File: src/design/synth_regs_pkg.sv
// constants for the synthesizer calibration, test and status register bank
package synth_regs_pkg;
    localparam logic [5:0] ADDR_SYNTH_CAL_PUMP        = 6'h23;
    localparam logic [5:0] ADDR_SYNTH_CAL_VCO_CURRENT = 6'h24;
    localparam logic [5:0] ADDR_SYNTH_CAL_COARSE_TUNE = 6'h25;
    localparam logic [5:0] ADDR_SYNTH_CAL_CONTROL     = 6'h26;
    localparam logic [5:0] ADDR_RESERVED_SETTING_A    = 6'h29;
    localparam logic [5:0] ADDR_RESERVED_SETTING_B    = 6'h2a;
    localparam logic [5:0] ADDR_RESERVED_SETTING_C    = 6'h2b;
    localparam logic [5:0] ADDR_TEST_SETTING_TWO      = 6'h2c;
    localparam logic [5:0] ADDR_TEST_SETTING_ONE      = 6'h2d;
    localparam logic [5:0] ADDR_TEST_SETTING_ZERO     = 6'h2e;
    localparam logic [5:0] ADDR_CHIP_PART_ID          = 6'h30;
    localparam logic [5:0] ADDR_CHIP_REVISION_ID      = 6'h31;
    localparam logic [5:0] ADDR_CARRIER_OFFSET_EST    = 6'h32;
    localparam logic [5:0] ADDR_CRC_MATCH_STATUS      = 6'h33;
    localparam logic [5:0] ADDR_SIGNAL_STRENGTH       = 6'h34;

    // reset values
    localparam logic [7:0] RST_SYNTH_CAL_PUMP        = 8'ha9;
    localparam logic [7:0] RST_SYNTH_CAL_VCO_CURRENT = 8'h0a;
    localparam logic [7:0] RST_SYNTH_CAL_COARSE_TUNE = 8'h20;
    localparam logic [7:0] RST_SYNTH_CAL_CONTROL     = 8'h0d;
    localparam logic [7:0] RST_RESERVED_SETTING_A    = 8'h59;
    localparam logic [7:0] RST_RESERVED_SETTING_B    = 8'h7f;
    localparam logic [7:0] RST_RESERVED_SETTING_C    = 8'h3f;
    localparam logic [7:0] RST_TEST_SETTING_TWO      = 8'h88;
    localparam logic [7:0] RST_TEST_SETTING_ONE      = 8'h31;
    localparam logic [7:0] RST_TEST_SETTING_ZERO     = 8'h0b;

    // values forced on wake-up when converter retention is set
    localparam logic [7:0] WAKE_TEST_TWO_RETAIN = 8'h81;
    localparam logic [7:0] WAKE_TEST_ONE_RETAIN = 8'h35;

    // writable-bit masks
    localparam logic [7:0] MASK_VCO_CURRENT = 8'h3f;
    localparam logic [7:0] MASK_COARSE_TUNE = 8'h3f;
    localparam logic [7:0] MASK_CONTROL     = 8'h7f;

    // field positions
    localparam int PUMP_CAL_EN_LSB  = 4;
    localparam int CORE_SELECT_BIT  = 5;
    localparam int OSC_SEL_CAL_BIT  = 1;
    localparam int CRC_MATCH_BIT    = 7;

    typedef enum logic [1:0] {
        MOD_FSK2,
        MOD_GFSK,
        MOD_OOK,
        MOD_FSK4
    } modulation_t;
endpackage

File: src/design/radio_synth_cal_test_status_regs.sv
// synthesizer calibration, sleep-volatile test and read-only status registers
// Overview of operation
// [RULE1] A zero pump current calibration enable field skips the charge pump calibration stage.
// [RULE2] Bits 3:0 of the pump register hold the pump current result, read/write, reset nine.
// [RULE3] Bit 5 of the oscillator current register picks the high core when set, reset zero.
// [RULE4] The five-bit oscillator current field stores the result and overrides it when written.
// [RULE5] The six-bit coarse tune field holds the capacitor array setting, reset thirty-two.
// [RULE6] Oscillator selection calibration runs only while test zero bit 1 is set, reset one.
// [RULE7] Registers 0x29 to 0x2e lose their contents in sleep and return to reset values.
// [RULE8] On wake-up test two takes 0x88 or 0x81 internally, by converter retention.
// [RULE9] After wake-up test two reads its reset value whatever the retention setting.
// [RULE10] On wake-up test one takes 0x31 or 0x35 internally, by converter retention.
// [RULE11] After wake-up test one reads its reset value whatever the retention setting.
// [RULE12] The carrier offset estimate reads as a read-only signed eight-bit value.
// [RULE13] Offset compensation is enabled only for two-level, four-level and Gaussian keying.
// [RULE14] Under on-off keying the carrier offset estimate always reads zero.
// [RULE15] CRC status bit 7 sets on a matching CRC and clears on entering or restarting receive.
// [RULE16] Signal strength reads as a read-only eight-bit register.
// [RULE17] Identity and status registers ignore writes.
`timescale 1ns/1ns
`default_nettype none

module radio_synth_cal_test_status_regs
    import synth_regs_pkg::*;
#(
    parameter logic [7:0] PART_ID     = 8'h5a, // arbitrary identity value
    parameter logic [7:0] REVISION_ID = 8'h17  // arbitrary identity value
) (
    // clock and reset
    input  wire logic        i_clock,
    input  wire logic        i_rst,

    // register access from the serial interface engine
    input  wire logic        i_reg_write,
    input  wire logic [5:0]  i_reg_addr,
    input  wire logic [7:0]  i_reg_wdata,
    output logic      [7:0]  o_reg_rdata,

    // radio core status
    input  wire logic        i_sleep,
    input  wire logic        i_converter_retention_setting,
    input  wire logic [1:0]  i_modulation,
    input  wire logic        i_offset_valid,
    input  wire logic [7:0]  i_carrier_offset_value,
    input  wire logic        i_crc_done,
    input  wire logic        i_crc_match,
    input  wire logic        i_rx_start,
    input  wire logic        i_signal_strength_valid,
    input  wire logic [7:0]  i_signal_strength,
    input  wire logic        i_cal_write,
    input  wire logic [3:0]  i_pump_cal_result,
    input  wire logic [4:0]  i_vco_cal_result,
    input  wire logic [5:0]  i_coarse_cal_result,

    // controls to the synthesizer and analog part
    output logic             o_pump_cal_stage_enable,
    output logic             o_oscillator_core_select,
    output logic             o_oscillator_select_cal_enable,
    output logic             o_offset_comp_enable,
    output logic [3:0]       o_pump_current,
    output logic [4:0]       o_vco_current,
    output logic [5:0]       o_coarse_tune,
    output logic [7:0]       o_test_setting_two_eff,
    output logic [7:0]       o_test_setting_one_eff,
    output logic [7:0]       o_test_setting_zero_eff
);

    logic [7:0] synth_cal_pump;
    logic [7:0] synth_cal_vco_current;
    logic [7:0] synth_cal_coarse_tune;
    logic [7:0] synth_cal_control;
    logic [7:0] reserved_setting_a;
    logic [7:0] reserved_setting_b;
    logic [7:0] reserved_setting_c;
    logic [7:0] test_setting_two;
    logic [7:0] test_setting_one;
    logic [7:0] test_setting_zero;

    // effective copies seen by the analog part, never by the host
    logic [7:0] test_two_internal;
    logic [7:0] test_one_internal;

    // captured status
    logic [7:0] carrier_offset_estimate;
    logic       crc_match_flag;
    logic [7:0] signal_strength;

    // synchroniser stages
    logic       sleep_meta;
    logic       sleep_sync;
    logic       sleep_prev;
    logic       retain_meta;
    logic       retain_sync;

    wire logic  wake_up = sleep_prev && !sleep_sync;
    wire logic  asleep  = sleep_sync;

    function automatic logic wr_hit(input logic [5:0] addr);
        wr_hit = i_reg_write && (i_reg_addr == addr);
    endfunction

    wire logic wr_pump     = wr_hit(ADDR_SYNTH_CAL_PUMP);
    wire logic wr_vco      = wr_hit(ADDR_SYNTH_CAL_VCO_CURRENT);
    wire logic wr_coarse   = wr_hit(ADDR_SYNTH_CAL_COARSE_TUNE);
    wire logic wr_control  = wr_hit(ADDR_SYNTH_CAL_CONTROL);
    wire logic wr_res_a    = wr_hit(ADDR_RESERVED_SETTING_A);
    wire logic wr_res_b    = wr_hit(ADDR_RESERVED_SETTING_B);
    wire logic wr_res_c    = wr_hit(ADDR_RESERVED_SETTING_C);
    wire logic wr_test_two = wr_hit(ADDR_TEST_SETTING_TWO);
    wire logic wr_test_one = wr_hit(ADDR_TEST_SETTING_ONE);
    wire logic wr_test_zero = wr_hit(ADDR_TEST_SETTING_ZERO);

    wire logic is_ook = (modulation_t'(i_modulation) == MOD_OOK);

    // sleep and retention come from the always-on domain; synchronise them
    always_ff @(posedge i_clock) begin
        if (i_rst) begin
            sleep_meta  <= 1'b0;
            sleep_sync  <= 1'b0;
            sleep_prev  <= 1'b0;
            retain_meta <= 1'b0;
            retain_sync <= 1'b0;
        end else begin
            sleep_meta  <= i_sleep;
            sleep_sync  <= sleep_meta;
            sleep_prev  <= sleep_sync;
            retain_meta <= i_converter_retention_setting;
            retain_sync <= retain_meta;
        end
    end

    // calibration registers: host write wins over a calibration result,
    // so a manual override is never lost to a finishing calibration
    always_ff @(posedge i_clock) begin
        if (i_rst) begin
            synth_cal_pump <= RST_SYNTH_CAL_PUMP;
        end else if (wr_pump) begin
            synth_cal_pump <= i_reg_wdata; // RULE2
        end else if (i_cal_write) begin
            synth_cal_pump[3:0] <= i_pump_cal_result; // RULE2
        end
    end

    always_ff @(posedge i_clock) begin
        if (i_rst) begin
            synth_cal_vco_current <= RST_SYNTH_CAL_VCO_CURRENT;
        end else if (wr_vco) begin
            synth_cal_vco_current <= i_reg_wdata & MASK_VCO_CURRENT; // RULE4
        end else if (i_cal_write) begin
            synth_cal_vco_current[4:0] <= i_vco_cal_result; // RULE4
        end
    end

    always_ff @(posedge i_clock) begin
        if (i_rst) begin
            synth_cal_coarse_tune <= RST_SYNTH_CAL_COARSE_TUNE;
        end else if (wr_coarse) begin
            synth_cal_coarse_tune <= i_reg_wdata & MASK_COARSE_TUNE; // RULE5
        end else if (i_cal_write) begin
            synth_cal_coarse_tune[5:0] <= i_coarse_cal_result; // RULE5
        end
    end

    always_ff @(posedge i_clock) begin
        if (i_rst) begin
            synth_cal_control <= RST_SYNTH_CAL_CONTROL;
        end else if (wr_control) begin
            synth_cal_control <= i_reg_wdata & MASK_CONTROL;
        end
    end

    // sleep-volatile group: held at reset values while asleep;
    // host writes during sleep are dropped, not queued
    always_ff @(posedge i_clock) begin
        if (i_rst || asleep) begin
            reserved_setting_a <= RST_RESERVED_SETTING_A; // RULE7
        end else if (wr_res_a) begin
            reserved_setting_a <= i_reg_wdata;
        end
    end

    always_ff @(posedge i_clock) begin
        if (i_rst || asleep) begin
            reserved_setting_b <= RST_RESERVED_SETTING_B; // RULE7
        end else if (wr_res_b) begin
            reserved_setting_b <= i_reg_wdata;
        end
    end

    always_ff @(posedge i_clock) begin
        if (i_rst || asleep) begin
            reserved_setting_c <= RST_RESERVED_SETTING_C; // RULE7
        end else if (wr_res_c) begin
            reserved_setting_c <= i_reg_wdata;
        end
    end

    always_ff @(posedge i_clock) begin
        if (i_rst || asleep) begin
            test_setting_two <= RST_TEST_SETTING_TWO; // RULE7
        end else if (wr_test_two) begin
            test_setting_two <= i_reg_wdata;
        end
    end

    always_ff @(posedge i_clock) begin
        if (i_rst || asleep) begin
            test_setting_one <= RST_TEST_SETTING_ONE; // RULE7
        end else if (wr_test_one) begin
            test_setting_one <= i_reg_wdata;
        end
    end

    always_ff @(posedge i_clock) begin
        if (i_rst || asleep) begin
            test_setting_zero <= RST_TEST_SETTING_ZERO; // RULE7
        end else if (wr_test_zero) begin
            test_setting_zero <= i_reg_wdata;
        end
    end

    // internal copies: forced on wake-up, follow host writes afterwards;
    // the readable copies stay at reset values, only these differ
    always_ff @(posedge i_clock) begin
        if (i_rst) begin
            test_two_internal <= RST_TEST_SETTING_TWO;
        end else if (wake_up) begin
            test_two_internal <= retain_sync ? WAKE_TEST_TWO_RETAIN
                                             : RST_TEST_SETTING_TWO; // RULE8
        end else if (wr_test_two) begin
            test_two_internal <= i_reg_wdata;
        end
    end

    always_ff @(posedge i_clock) begin
        if (i_rst) begin
            test_one_internal <= RST_TEST_SETTING_ONE;
        end else if (wake_up) begin
            test_one_internal <= retain_sync ? WAKE_TEST_ONE_RETAIN
                                             : RST_TEST_SETTING_ONE; // RULE10
        end else if (wr_test_one) begin
            test_one_internal <= i_reg_wdata;
        end
    end

    // status captures hold until the next capture pulse
    always_ff @(posedge i_clock) begin
        if (i_rst) begin
            carrier_offset_estimate <= 8'h00;
        end else if (i_offset_valid) begin
            carrier_offset_estimate <= i_carrier_offset_value; // RULE12
        end
    end

    // crc set wins over the receive-start clear: a result in the same
    // cycle as a restart belongs to the packet just finished
    always_ff @(posedge i_clock) begin
        if (i_rst) begin
            crc_match_flag <= 1'b0;
        end else if (i_crc_done) begin
            crc_match_flag <= i_crc_match; // RULE15
        end else if (i_rx_start) begin
            crc_match_flag <= 1'b0; // RULE15
        end
    end

    always_ff @(posedge i_clock) begin
        if (i_rst) begin
            signal_strength <= 8'h00;
        end else if (i_signal_strength_valid) begin
            signal_strength <= i_signal_strength; // RULE16
        end
    end

    // read mux; status addresses have no write path
    always_comb begin
        unique case (i_reg_addr)
            ADDR_SYNTH_CAL_PUMP:        o_reg_rdata = synth_cal_pump;
            ADDR_SYNTH_CAL_VCO_CURRENT: o_reg_rdata = synth_cal_vco_current;
            ADDR_SYNTH_CAL_COARSE_TUNE: o_reg_rdata = synth_cal_coarse_tune;
            ADDR_SYNTH_CAL_CONTROL:     o_reg_rdata = synth_cal_control;
            ADDR_RESERVED_SETTING_A:    o_reg_rdata = reserved_setting_a;
            ADDR_RESERVED_SETTING_B:    o_reg_rdata = reserved_setting_b;
            ADDR_RESERVED_SETTING_C:    o_reg_rdata = reserved_setting_c;
            ADDR_TEST_SETTING_TWO:      o_reg_rdata = test_setting_two; // RULE9
            ADDR_TEST_SETTING_ONE:      o_reg_rdata = test_setting_one; // RULE11
            ADDR_TEST_SETTING_ZERO:     o_reg_rdata = test_setting_zero;
            ADDR_CHIP_PART_ID:          o_reg_rdata = PART_ID; // RULE17
            ADDR_CHIP_REVISION_ID:      o_reg_rdata = REVISION_ID; // RULE17
            ADDR_CARRIER_OFFSET_EST:
                o_reg_rdata = is_ook ? 8'h00 : carrier_offset_estimate; // RULE14
            ADDR_CRC_MATCH_STATUS:
                o_reg_rdata = {crc_match_flag, 7'h00};
            ADDR_SIGNAL_STRENGTH:       o_reg_rdata = signal_strength; // RULE16
            default:                    o_reg_rdata = 8'h00;
        endcase
    end

    assign o_pump_cal_stage_enable =
        (synth_cal_pump[PUMP_CAL_EN_LSB+1:PUMP_CAL_EN_LSB] != 2'b00); // RULE1
    assign o_oscillator_core_select       = synth_cal_vco_current[CORE_SELECT_BIT]; // RULE3
    assign o_oscillator_select_cal_enable = test_setting_zero[OSC_SEL_CAL_BIT]; // RULE6
    assign o_offset_comp_enable           = !is_ook; // RULE13
    assign o_pump_current                 = synth_cal_pump[3:0];
    assign o_vco_current                  = synth_cal_vco_current[4:0];
    assign o_coarse_tune                  = synth_cal_coarse_tune[5:0];
    assign o_test_setting_two_eff         = test_two_internal;
    assign o_test_setting_one_eff         = test_one_internal;
    assign o_test_setting_zero_eff        = test_setting_zero;

endmodule

`default_nettype wire

File: config.mk
export PLATFORM = sky130hd
export DESIGN_NAME = radio_synth_cal_test_status_regs
export DESIGN_NICKNAME = d
export VERILOG_FILES = /design/src/design/synth_regs_pkg.sv /design/src/design/radio_synth_cal_test_status_regs.sv
export SDC_FILE = /design/constraint.sdc
export NUM_CORES = 1
export LEC_CHECK = 0
export BUFFER_PORTS_ARGS = -buffer_cell sky130_fd_sc_hd__clkbuf_2
export CAP_MARGIN = 40
export CORE_MARGIN = 3
export CORE_UTILIZATION = 35
export CTS_BUF_LIST = sky130_fd_sc_hd__clkbuf_8
export DETAILED_ROUTE_END_ITERATION = 16
export PLACE_DENSITY = 0.52
export SKIP_LAST_GASP = 1
export SLEW_MARGIN = 25
export SYNTH_ARGS = -nofsm -noshare
export SYNTH_HDL_FRONTEND = slang
export SYNTH_SLANG_ARGS = --single-unit
File: constraint.sdc
create_clock -name i_clock -period 2.4 [get_ports i_clock]
set_input_delay 0.48 -clock i_clock [delete_from_list [all_inputs] [get_ports i_clock]]
set_output_delay 0.48 -clock i_clock [all_outputs]
set_load 0.02 [all_outputs]
==> flow_metrics.py, run 1 <==
metrics = {
    "outcome": {
        "run_status": "finished, final reports clean",
    },
    "worst_setup_path": {
        "regToRegStartpoint": "asleep$_SDFF_PP0_",
        "cp_top_family": "buffers and inverters",
        "critical_path.cell_chain": "clkbuf_2, buf_12, nand2b_1, nor3_2, a222oi_1, nand3_1, clkbuf_2",
        "critPathMaxFanout": 15,
        "r2r_end": "test_setting_one[5]$_SDFFE_PP1P_",
        "worstSetupEndpointType": "primary output",
        "critPathRequiredTime_ps": 1920,
        "crit_type": "input pin to primary output",
        "timing.critical_path.arrival_ps": 1890,
        "worst_setup_slack_for_register_to_register_paths_ps": 1110,
        "critPathMaxStageDelay_ps": 420,
        "critPathLaunchType": "input pin",
        "worstRegToRegCells": 3,
        "crit_buf_inv": 3,
        "critPathMostFrequentCell": "clkbuf_2",
        "slowest_cell_on_the_critical_path": "a222oi_1",
    },
    "layout": {
        "design_area_um2": 6580,
        "nNetsFinal": 776,
        "layout-area-overhead-vs-synth_pct": 25.6,
        "final_layout_size_suffix_gt1_share_pct": 28.6,
        "num-fill-cells": 1434,
        "layoutNonFillerInstCount": 912,
        "insertedDiodeCount": 0,
        "finish.utilization_pct": 45.1,
    },
    "yosys": {
        "synth-edff-count": 0,
        "netlist_area_um2": 5230,
        "share_of_synthesized_flip_flops_with_an_asynchronous_set_or_reset_pct": 0,
        "netlist-cell-type-count": 56,
        "synth_commonest_cells": "113 x dfxtp_1, 87 x nand2_1, 59 x mux2i_1, 47 x nor2_1, 42 x a21oi_1",
        "synth_nets": 660,
        "avgSynthCellArea_um2": 8.69,
        "ys_seq_elements": 113,
        "synth_sequential_area_ratio_pct": 43.2,
        "synthesis.instances": 602,
        "yosys.area.top_type_share_pct": 43.2,
        "yosys_warnings": 0,
        "synthMostInstantiatedCell": "dfxtp_1",
        "post-synth-top-area-cell": "dfxtp_1",
        "ys_top_cells_by_area": "dfxtp_1 43%, mux2i_1 11%, nand2_1 6.2%",
        "synthFlopType": "dfxtp_1",
    },
    "detailed_routing": {
        "detail_route.drc_violations": 0,
        "detail_route.vias_per_cell": 5.28,
        "wl_um": 17000,
        "drt.antenna.violating_nets": 0,
        "post_drt_wl_per_cell_um": 18.6,
        "vias": 4814,
        "drt_iter0_markers": 385,
        "drtPass1Iterations": 5,
    },
    "sta": {
        "fin_crit_ps": 2370,
        "fmax_mhz": 421,
        "relSlewSlack_pct": 61.3,
        "finalHoldWorstSlack_ps": 250,
        "timing.setup.tns_ps": 0,
        "final_hold_viol_count": 0,
        "slew_violations": 0,
        "setup_viol": 0,
        "tightestPinTransition_ps": 580,
        "grt_setup_unrepaired": "yes",
        "post-route-worst-setup-slack_ps": 27.2,
        "finalCritPeriodShare_pct": 98.9,
        "skew_ps": 7.03,
    },
    "clocking": {
        "max-clock-path-buffers": 2,
        "cts-htree-levels": 4,
        "numCtsBuffers": 17,
        "clock_insertion_delay_worst_skew_ps": 440,
        "tritoncts": "done",
        "holdBufCountCts": 0,
        "clock_sinks": 113,
        "root_buffer": "clkbuf_8",
        "clkTransAtPathRegs_ps": 60,
    },
    "hold_path": {
        "timing.hold.worst.class": "input pin to flip-flop",
        "hold-path-endpoint": "sleep_meta$_SDFF_PP0_",
        "holdPathStages": 2,
        "holdCritStartpoint": "i_sleep",
    },
    "floorplan": {
        "fp.dieH_um": 128,
        "initial_core_util_pct": 35.9,
        "rows": 44,
        "design.core.area_um2": 14600,
        "die-width_um": 128,
        "ios": 109,
        "die_area_um2": 16500,
    },
    "flow_run": {
        "drv_cap": 0,
    },
    "place": {
        "placement.io_buffers": 108,
        "dp_hpwl_um": 12400,
        "post-place-cells": 877,
        "place_area_um2": 6040,
        "placer_congestion_estimate": 0.914,
        "dp_worst_setup_slack_ps": -129,
    },
    "pwr": {
        "p_total_mw": 4.26,
        "leakage_nw": 2.79,
        "p_sw_mw": 1.04,
        "powerDensity_nw_per_um2": 647,
        "proportion_of_power_drawn_by_the_clock_network_pct": 43.2,
        "netSwitchingFraction_pct": 24.4,
        "comb_power_share_pct": 11.0,
        "sequentialPowerShare_pct": 45.9,
        "vdd.ir_drop.worst_v": 0.000407,
        "power_report.internal_total_mw": 3.22,
    },
    "global_routing": {
        "vias_in_the_first_global_route": 4636,
        "grt_first_pass_wirelength_um": 26300,
        "number_of_antenna_violations_at_the_first_check_in_global_routing": 0,
        "grt_use_total_pct": 20.9,
        "overflow": 0,
        "grt_start_max_net_pins": 48,
    },
}
==> power groups by stage <==
stage	Combinational, mW	Clock [mW]	Sequential (mW)
CTS	0.452	1.89	1.95
global placement	0.439	0	1.99
global route	0.503	1.99	1.96
detailed placement	0.444	0	1.99
finish	0.466	1.84	1.95
floorplan	0.257	0	2.00
==> metal layers <==
metal / up-vias / part of all wire, % / global-route usage (%)
li1: 2359 / - / -
met1: 2240 / 45 / 28.5
met2: 193 / 46 / 32.2
met3: 22 / 7.8 / 5.42
met4: 0 / 1.6 / 6.74
met5: - / 0 / 0
==> worst register-to-register path: cells and delay by family, from the launching register on <==
kind / cells / cell delay, ps
flops: 1 / 320
compound gates: 1 / 260
simple gates: 2 / 600
==> cell usage in the layout (no fill, tap or decap), types with 3 or more instances in the layout <==
cell,Yosys,final
a211o_1,3,3
a211oi_1,13,12
a21oi_1,42,42
a221oi_1,5,3
a22o_1,5,5
a22oi_1,6,5
a31oi_1,6,6
and3_1,9,9
buf_2,20,3
buf_4,12,44
bufinv_16,0,3
clkbuf_2,2,103
clkbuf_8,0,21
clkinv_2,0,3
dfxtp_1,113,113
inv_1,6,8
mux2_2,5,5
mux2i_1,59,59
nand2_1,87,87
nand2b_1,9,9
nand3_1,40,40
nand3_2,3,3
nand3b_1,8,8
nand4_1,6,6
nand4b_1,4,4
nor2_1,47,47
nor2b_1,16,15
nor3_1,4,3
nor3b_1,6,6
o21ai_0,6,6
o21bai_1,5,5
==> state kept, by name, summed over array words and instances, names as in the netlist, 6 cells and up <==
register	cells
synth_cal_control	7
reserved_setting_b	8
reserved_setting_a	8
reserved_setting_c	8
synth_cal_pump	8
signal_strength	8
test_setting_two	8
o_test_setting_two_eff	8
synth_cal_coarse_tune	6
test_setting_one	8
carrier_offset_estimate	8
o_test_setting_one_eff	8
synth_cal_vco_current	6
o_test_setting_zero_eff	8
==> how the worst max path moves through the flow <==
stage                        from             end  slack, ps  depth (start not counted)
floorplan           i_reg_addr[1]  o_reg_rdata[6]        240                          6
global placement    i_reg_addr[4]  o_reg_rdata[1]       -100                          7
detailed placement  i_reg_addr[4]  o_reg_rdata[1]       -130                          7
CTS                 i_reg_addr[2]  o_reg_rdata[4]        -10                          7
global route        i_reg_addr[3]  o_reg_rdata[0]        -40                          7
finish              i_reg_addr[1]  o_reg_rdata[5]         30                          7
==> cell type report <==
type | instances | area (um^2) | area share, %
sequential | 113 | 2260 | 34.4
clock inverter | 8 | 113 | 1.71
timing repair buffer | 155 | 931 | 14.2
clock buffer | 21 | 289 | 4.40
inverter | 6 | 22.5 | 0.343
tap | 184 | 230 | 3.50
multi-input combinational | 425 | 2730 | 41.5
==> cell families after synthesis <==
family,share of synthesized area [%]
flip-flops,43.2
AND/OR/NAND/NOR,24.6
AO/OA/AOI/OAI,13.7
buffers and inverters,6.12
multiplexers,12.4
==> what timing repair did <==
action,4_1_cts,5_1_grt
setup endpoints to repair,7,7
setup buffers,0,6
resized for setup,9,15
pin swaps,1,6
Note: power is estimated with default switching activity, not from simulation.
==> inputs of run 2 (changes only) <==
==> constraint.sdc (replaced) <==
create_clock -name i_clock -period 2.5 [get_ports i_clock]
set_input_delay 0.5 -clock i_clock [delete_from_list [all_inputs] [get_ports i_clock]]
set_output_delay 0.5 -clock i_clock [all_outputs]
set_load 0.02 [all_outputs]
==> run 2 against run 1 <==
Compared with the run above: setup slack got worse by 8.2 ps; cell count fell by 0.66%; core utilization fell by 1.2 points; design area fell by 2.6%; sequential cell count did not move; total power fell by 9.1%; sequential share of layout area rose by 0.91 points; combinational power fell by 7.1%; worst hold slack improved by 15 ps; clock power fell by 15%; non-clock buffer count fell by 9; first-iteration DRC count fell by 13%; critical path type unchanged.
==> flow_metrics.py, run 2 (same netlist as run 1, synthesis figures left out) <==
metrics = {
    "outcome": {
        "run_status": "finished, final reports clean",
    },
    "pwr": {
        "sequentialPowerShare_pct": 48.4,
        "netSwitchingFraction_pct": 26.9,
        "power_report.internal_total_mw": 2.83,
        "powerDensity_nw_per_um2": 604,
        "proportion_of_power_drawn_by_the_clock_network_pct": 40.4,
        "p_sw_mw": 1.04,
        "leakage_nw": 2.69,
        "comb_power_share_pct": 11.2,
        "vdd.ir_drop.worst_v": 0.000468,
        "p_total_mw": 3.87,
    },
    "clocking": {
        "clock_sinks": 113,
        "holdBufCountCts": 0,
        "post_cts_buffers": 0,
        "root_buffer": "clkbuf_8",
        "cts-htree-levels": 4,
        "tritoncts": "done",
        "max-clock-path-buffers": 2,
        "clkTransAtPathRegs_ps": 60,
        "clock_insertion_delay_worst_skew_ps": 450,
        "numCtsBuffers": 17,
    },
    "detailed_routing": {
        "drt.antenna.violating_nets": 0,
        "post_drt_wl_per_cell_um": 18.8,
        "detail_route.vias_per_cell": 5.34,
        "drt_iter0_markers": 335,
        "drtPass1Iterations": 5,
        "wl_um": 17100,
        "vias": 4840,
        "detail_route.drc_violations": 0,
    },
    "worst_setup_path": {
        "critPathMaxFanout": 12,
        "worstSetupEndpointType": "primary output",
        "critPathMostFrequentCell": "clkbuf_2",
        "critPathLaunchType": "input pin",
        "critPathRequiredTime_ps": 2000,
        "slowest_cell_on_the_critical_path": "a221oi_1",
        "timing.critical_path.arrival_ps": 1980,
        "critical_path.cell_chain": "clkbuf_2, mux2_2, a221oi_1, nand4_1, clkbuf_2",
        "crit_type": "input pin to primary output",
        "critPathMaxStageDelay_ps": 440,
    },
    "layout": {
        "finish.utilization_pct": 43.9,
        "mostFrequentLayoutCells": "113 x dfxtp_1, 107 x clkbuf_2, 87 x nand2_1, 58 x mux2i_1, 47 x nor2_1",
        "final_layout_size_suffix_gt1_share_pct": 27.0,
        "nNetsFinal": 767,
        "layout-area-overhead-vs-synth_pct": 22.4,
        "layoutNonFillerInstCount": 906,
        "insertedDiodeCount": 0,
        "layout_commonest_cell": "dfxtp_1",
    },
    "global_routing": {
        "grt_start_max_net_pins": 48,
        "number_of_antenna_violations_at_the_first_check_in_global_routing": 0,
        "vias_in_the_first_global_route": 4664,
        "grt_first_pass_wirelength_um": 26300,
        "grt_use_total_pct": 21.1,
        "overflow": 0,
    },
    "floorplan": {
        "rows": 44,
        "fp.dieH_um": 128,
        "initial_core_util_pct": 35.9,
        "die-width_um": 128,
        "die_area_um2": 16500,
        "design.core.area_um2": 14600,
        "ios": 109,
    },
    "sta": {
        "relSlewSlack_pct": 62.5,
        "fin_crit_ps": 2480,
        "timing.setup.tns_ps": 0,
        "final_hold_viol_count": 0,
        "grt_setup_unrepaired": "yes",
        "setup_viol": 0,
        "tightestPinTransition_ps": 562,
        "skew_ps": 7.00,
        "fmax_mhz": 403,
        "finalCritPeriodShare_pct": 99.2,
        "slew_violations": 0,
    },
    "place": {
        "post-place-cells": 874,
        "placement.io_buffers": 108,
        "dp_hpwl_um": 12600,
        "placer_congestion_estimate": 0.905,
    },
    "flow_run": {
        "drv_cap": 0,
    },
    "hold_path": {
        "timing.hold.worst.class": "input pin to flip-flop",
    },
}
## run 2: power by group through the flow
| stage | sequential, mW | clock [mW] | combinational (mW) |
|---|---|---|---|
| 2_1_floorplan | 1.92 | 0 | 0.247 |
| 3_3_place_gp | 1.91 | 0 | 0.423 |
| 3_5_place_dp | 1.92 | 0 | 0.426 |
| 4_1_cts | 1.87 | 1.61 | 0.429 |
| 5_1_grt | 1.88 | 1.70 | 0.467 |
| 6_report | 1.87 | 1.56 | 0.433 |
## run 2: critical path, delay by kind of cell
kind | cells | cell delay (ps)
compound gates | 1 | 440
buf+inv | 2 | 440
mux | 1 | 370
simple gates | 1 | 220
## run 2: layer usage
metal | vias up | GRT usage [%] | wire, um
li1 | 2345 | - | -
met1 | 2321 | 29.5 | 8100
met2 | 151 | 31.9 | 7620
met3 | 23 | 4.79 | 1040
met4 | 0 | 7.24 | 312
met5 | - | 0 | 0
## run 2: what timing repair did
item	in CTS	in global routing
endpoints found under the setup margin	1	8
pin swaps	0	3
gates resized for setup	1	7
hold endpoints to repair	0	0
## run 2: through the flow
| step | area [um^2] | setup WS, ps | hold WS, ps |
|---|---|---|---|
| final | 6400 | 19.0 | 264 |
| after global routing | 6400 | -13.0 | 248 |
| after CTS | 6380 | 3.91 | 231 |
| after detailed placement | 6020 | -22.5 | 428 |
| after global placement | 6020 | -24.3 | 424 |
| after floorplan | 5230 | 297 | 414 |
## run 2: path summary, 6_finish.rpt
kind                                      start                                endpoint  cells past startpoint  slack [ps]
setup reg to reg              asleep$_SDFF_PP0_  o_test_setting_one_eff[4]$_SDFFE_PP1P_                      4        1230
setup / recovery                  i_reg_addr[4]                          o_reg_rdata[4]                      5          20
hold reg to reg           sleep_meta$_SDFF_PP0_                       asleep$_SDFF_PP0_                      1         440
hold / removal    i_converter_retention_setting                  retain_meta$_SDFF_PP0_                      2         260
## run 2: area by class of cell
class | count | area [um^2]
fill | 1462 | 8180
timing repair buffer | 146 | 857
inverter | 6 | 22.5
tap | 184 | 230
clock buffer | 19 | 262
clock inverter | 13 | 97.6
sequential | 113 | 2260
multi-input combinational | 425 | 2670
==> inputs of run 3 (changes only) <==
--- a/config.mk
+++ b/config.mk
@@ -9,7 +9,6 @@
 export CAP_MARGIN = 40
 export CORE_MARGIN = 3
 export CORE_UTILIZATION = 35
-export CTS_BUF_LIST = sky130_fd_sc_hd__clkbuf_8
 export DETAILED_ROUTE_END_ITERATION = 16
 export PLACE_DENSITY = 0.52
 export SKIP_LAST_GASP = 1
==> run 3 against run 2 <==
Compared with the run above: clock skew down 3.9 ps; largest power group is now the clock network; via count rose by 0.12%; highest routed layer unchanged; combinational power hardly changed.
==> flow_metrics.py, run 3 (same netlist as run 1, synthesis figures left out) <==
metrics = {
    "detailed_routing": {
        "detail_route.drc_violations": 0,
        "drt_iter0_markers": 378,
        "detail_route.vias_per_cell": 5.35,
        "wl_um": 17200,
        "drt.antenna.violating_nets": 0,
        "post_drt_wl_per_cell_um": 19.0,
        "vias": 4846,
        "drtPass1Iterations": 5,
    },
    "global_routing": {
        "number_of_antenna_violations_at_the_first_check_in_global_routing": 0,
        "globalRouteMet2Util_pct": 32.5,
        "grt_first_pass_wirelength_um": 26700,
        "overflow": 0,
        "grt_use_total_pct": 21.4,
        "use_met3_pct": 5.29,
        "grt.met1_usage_pct": 29.6,
        "vias_in_the_first_global_route": 4708,
        "grt.busiest_layer": "met2",
        "grt_start_max_net_pins": 48,
    },
    "worst_setup_path": {
        "critical_path.cell_chain": "clkbuf_2, buf_4, nand2b_1, nor3_2, a222oi_1, nand3_1, clkbuf_2",
        "critPathMaxStageDelay_ps": 470,
        "slowest_cell_on_the_critical_path": "a222oi_1",
        "cp_top_family": "buffers and inverters",
        "startpoint": "i_reg_addr[0]",
        "critPathMostFrequentCell": "clkbuf_2",
        "critPathMaxFanout": 8,
        "worstSetupEndpointType": "primary output",
        "critPathRequiredTime_ps": 2000,
        "regToRegStartpoint": "asleep$_SDFF_PP0_",
        "critPathLaunchType": "input pin",
        "crit_buf_inv": 3,
        "crit_type": "input pin to primary output",
        "timing.critical_path.arrival_ps": 1980,
    },
    "pwr": {
        "vdd.ir_drop.worst_v": 0.000467,
        "leakage_nw": 2.77,
        "powerDensity_nw_per_um2": 691,
    },
    "place": {
        "place_area_um2": 6020,
        "placement.io_buffers": 108,
        "dp_hpwl_um": 12600,
        "placer_congestion_estimate": 0.905,
    },
    "floorplan": {
        "design.core.area_um2": 14600,
        "fp.dieH_um": 128,
        "initial_core_util_pct": 35.9,
        "rows": 44,
        "ios": 109,
        "die-width_um": 128,
        "die_area_um2": 16500,
    },
    "layout": {
        "mostFrequentLayoutCells": "113 x dfxtp_1, 107 x clkbuf_2, 87 x nand2_1, 58 x mux2i_1, 47 x nor2_1",
        "layout_commonest_cell": "dfxtp_1",
        "layout-area-overhead-vs-synth_pct": 26.0,
        "num-fill-cells": 1438,
        "nNetsFinal": 767,
        "design_area_um2": 6600,
        "insertedDiodeCount": 0,
        "final_layout_size_suffix_gt1_share_pct": 27.0,
    },
    "sta": {
        "grt_setup_unrepaired": "yes",
        "fmax_mhz": 403,
        "setup_viol": 0,
        "skew_ps": 3.11,
        "tightestPinTransition_ps": 562,
        "finalHoldWorstSlack_ps": 289,
        "finalCritPeriodShare_pct": 99.1,
        "final_hold_viol_count": 0,
        "fin_crit_ps": 2480,
        "relSlewSlack_pct": 62.5,
        "slew_violations": 0,
    },
    "clocking": {
        "tritoncts": "done",
        "root_buffer": "clkbuf_16",
        "clkTransAtPathRegs_ps": 50,
        "numCtsBuffers": 17,
        "cts-htree-levels": 4,
        "holdBufCountCts": 0,
        "post_cts_buffers": 0,
        "clock_insertion_delay_worst_skew_ps": 420,
        "max-clock-path-buffers": 2,
        "clock_sinks": 113,
    },
    "hold_path": {
        "holdCritStartpoint": "i_converter_retention_setting",
        "timing.hold.worst.class": "input pin to flip-flop",
    },
    "outcome": {
        "run_status": "finished, final reports clean",
    },
    "flow_run": {
        "drv_cap": 0,
    },
}
[run 3: path summary, 6_finish.rpt]
check | end | cells past startpoint | slack (ps)
worst max-delay path | o_reg_rdata[5] | 7 | 20
worst min-delay path | retain_meta$_SDFF_PP0_ | 2 | 290
worst max register to register | o_test_setting_one_eff[4]$_SDFFE_PP1P_ | 4 | 1230
worst min register to register | asleep$_SDFF_PP0_ | 1 | 440
[run 3: layer usage]
metal / up-vias / wire length, um
li1: 2351 / -
met1: 2296 / 8090
met2: 180 / 7770
met3: 19 / 1090
met4: 0 / 244
met5: - / 0
[run 3: timing repair]
item	in CTS	in global routing
hold endpoints to repair	0	0
pin swaps	0	3
resized for setup	1	7
setup endpoints to repair	1	8
[run 3: area by class of cell]
class                           count  area [um^2]  area share (%)
Clock buffer                       22          464            7.04
Clock inverter                     10         86.3            1.31
Inverter                            6         22.5           0.341
Multi-Input combinational cell    425         2670            40.5
Sequential cell                   113         2260            34.3
Tap cell                          184          230            3.49
Timing Repair Buffer              146          857            13.0
[run 3: stage by stage]
step	setup WS (ps)	power, mW	setup TNS, ps	cells	util [%]
after floorplan	297	2.17	0	602	-
after global placement	-24.3	2.34	-29.6	874	41.2
after detailed placement	-22.5	2.34	-22.5	874	41.2
final	21.6	4.56	0	906	45.2
after global routing	-13.0	4.73	-13.0	906	45.2
after CTS	3.91	4.59	0	906	45.0
[run 3: power by group]
group	internal, mW	switching, mW	total (mW)
clock network	1.41	0.844	2.25
logic	0.173	0.259	0.433
registers	1.85	0.0325	1.88
total	3.42	1.14	4.56
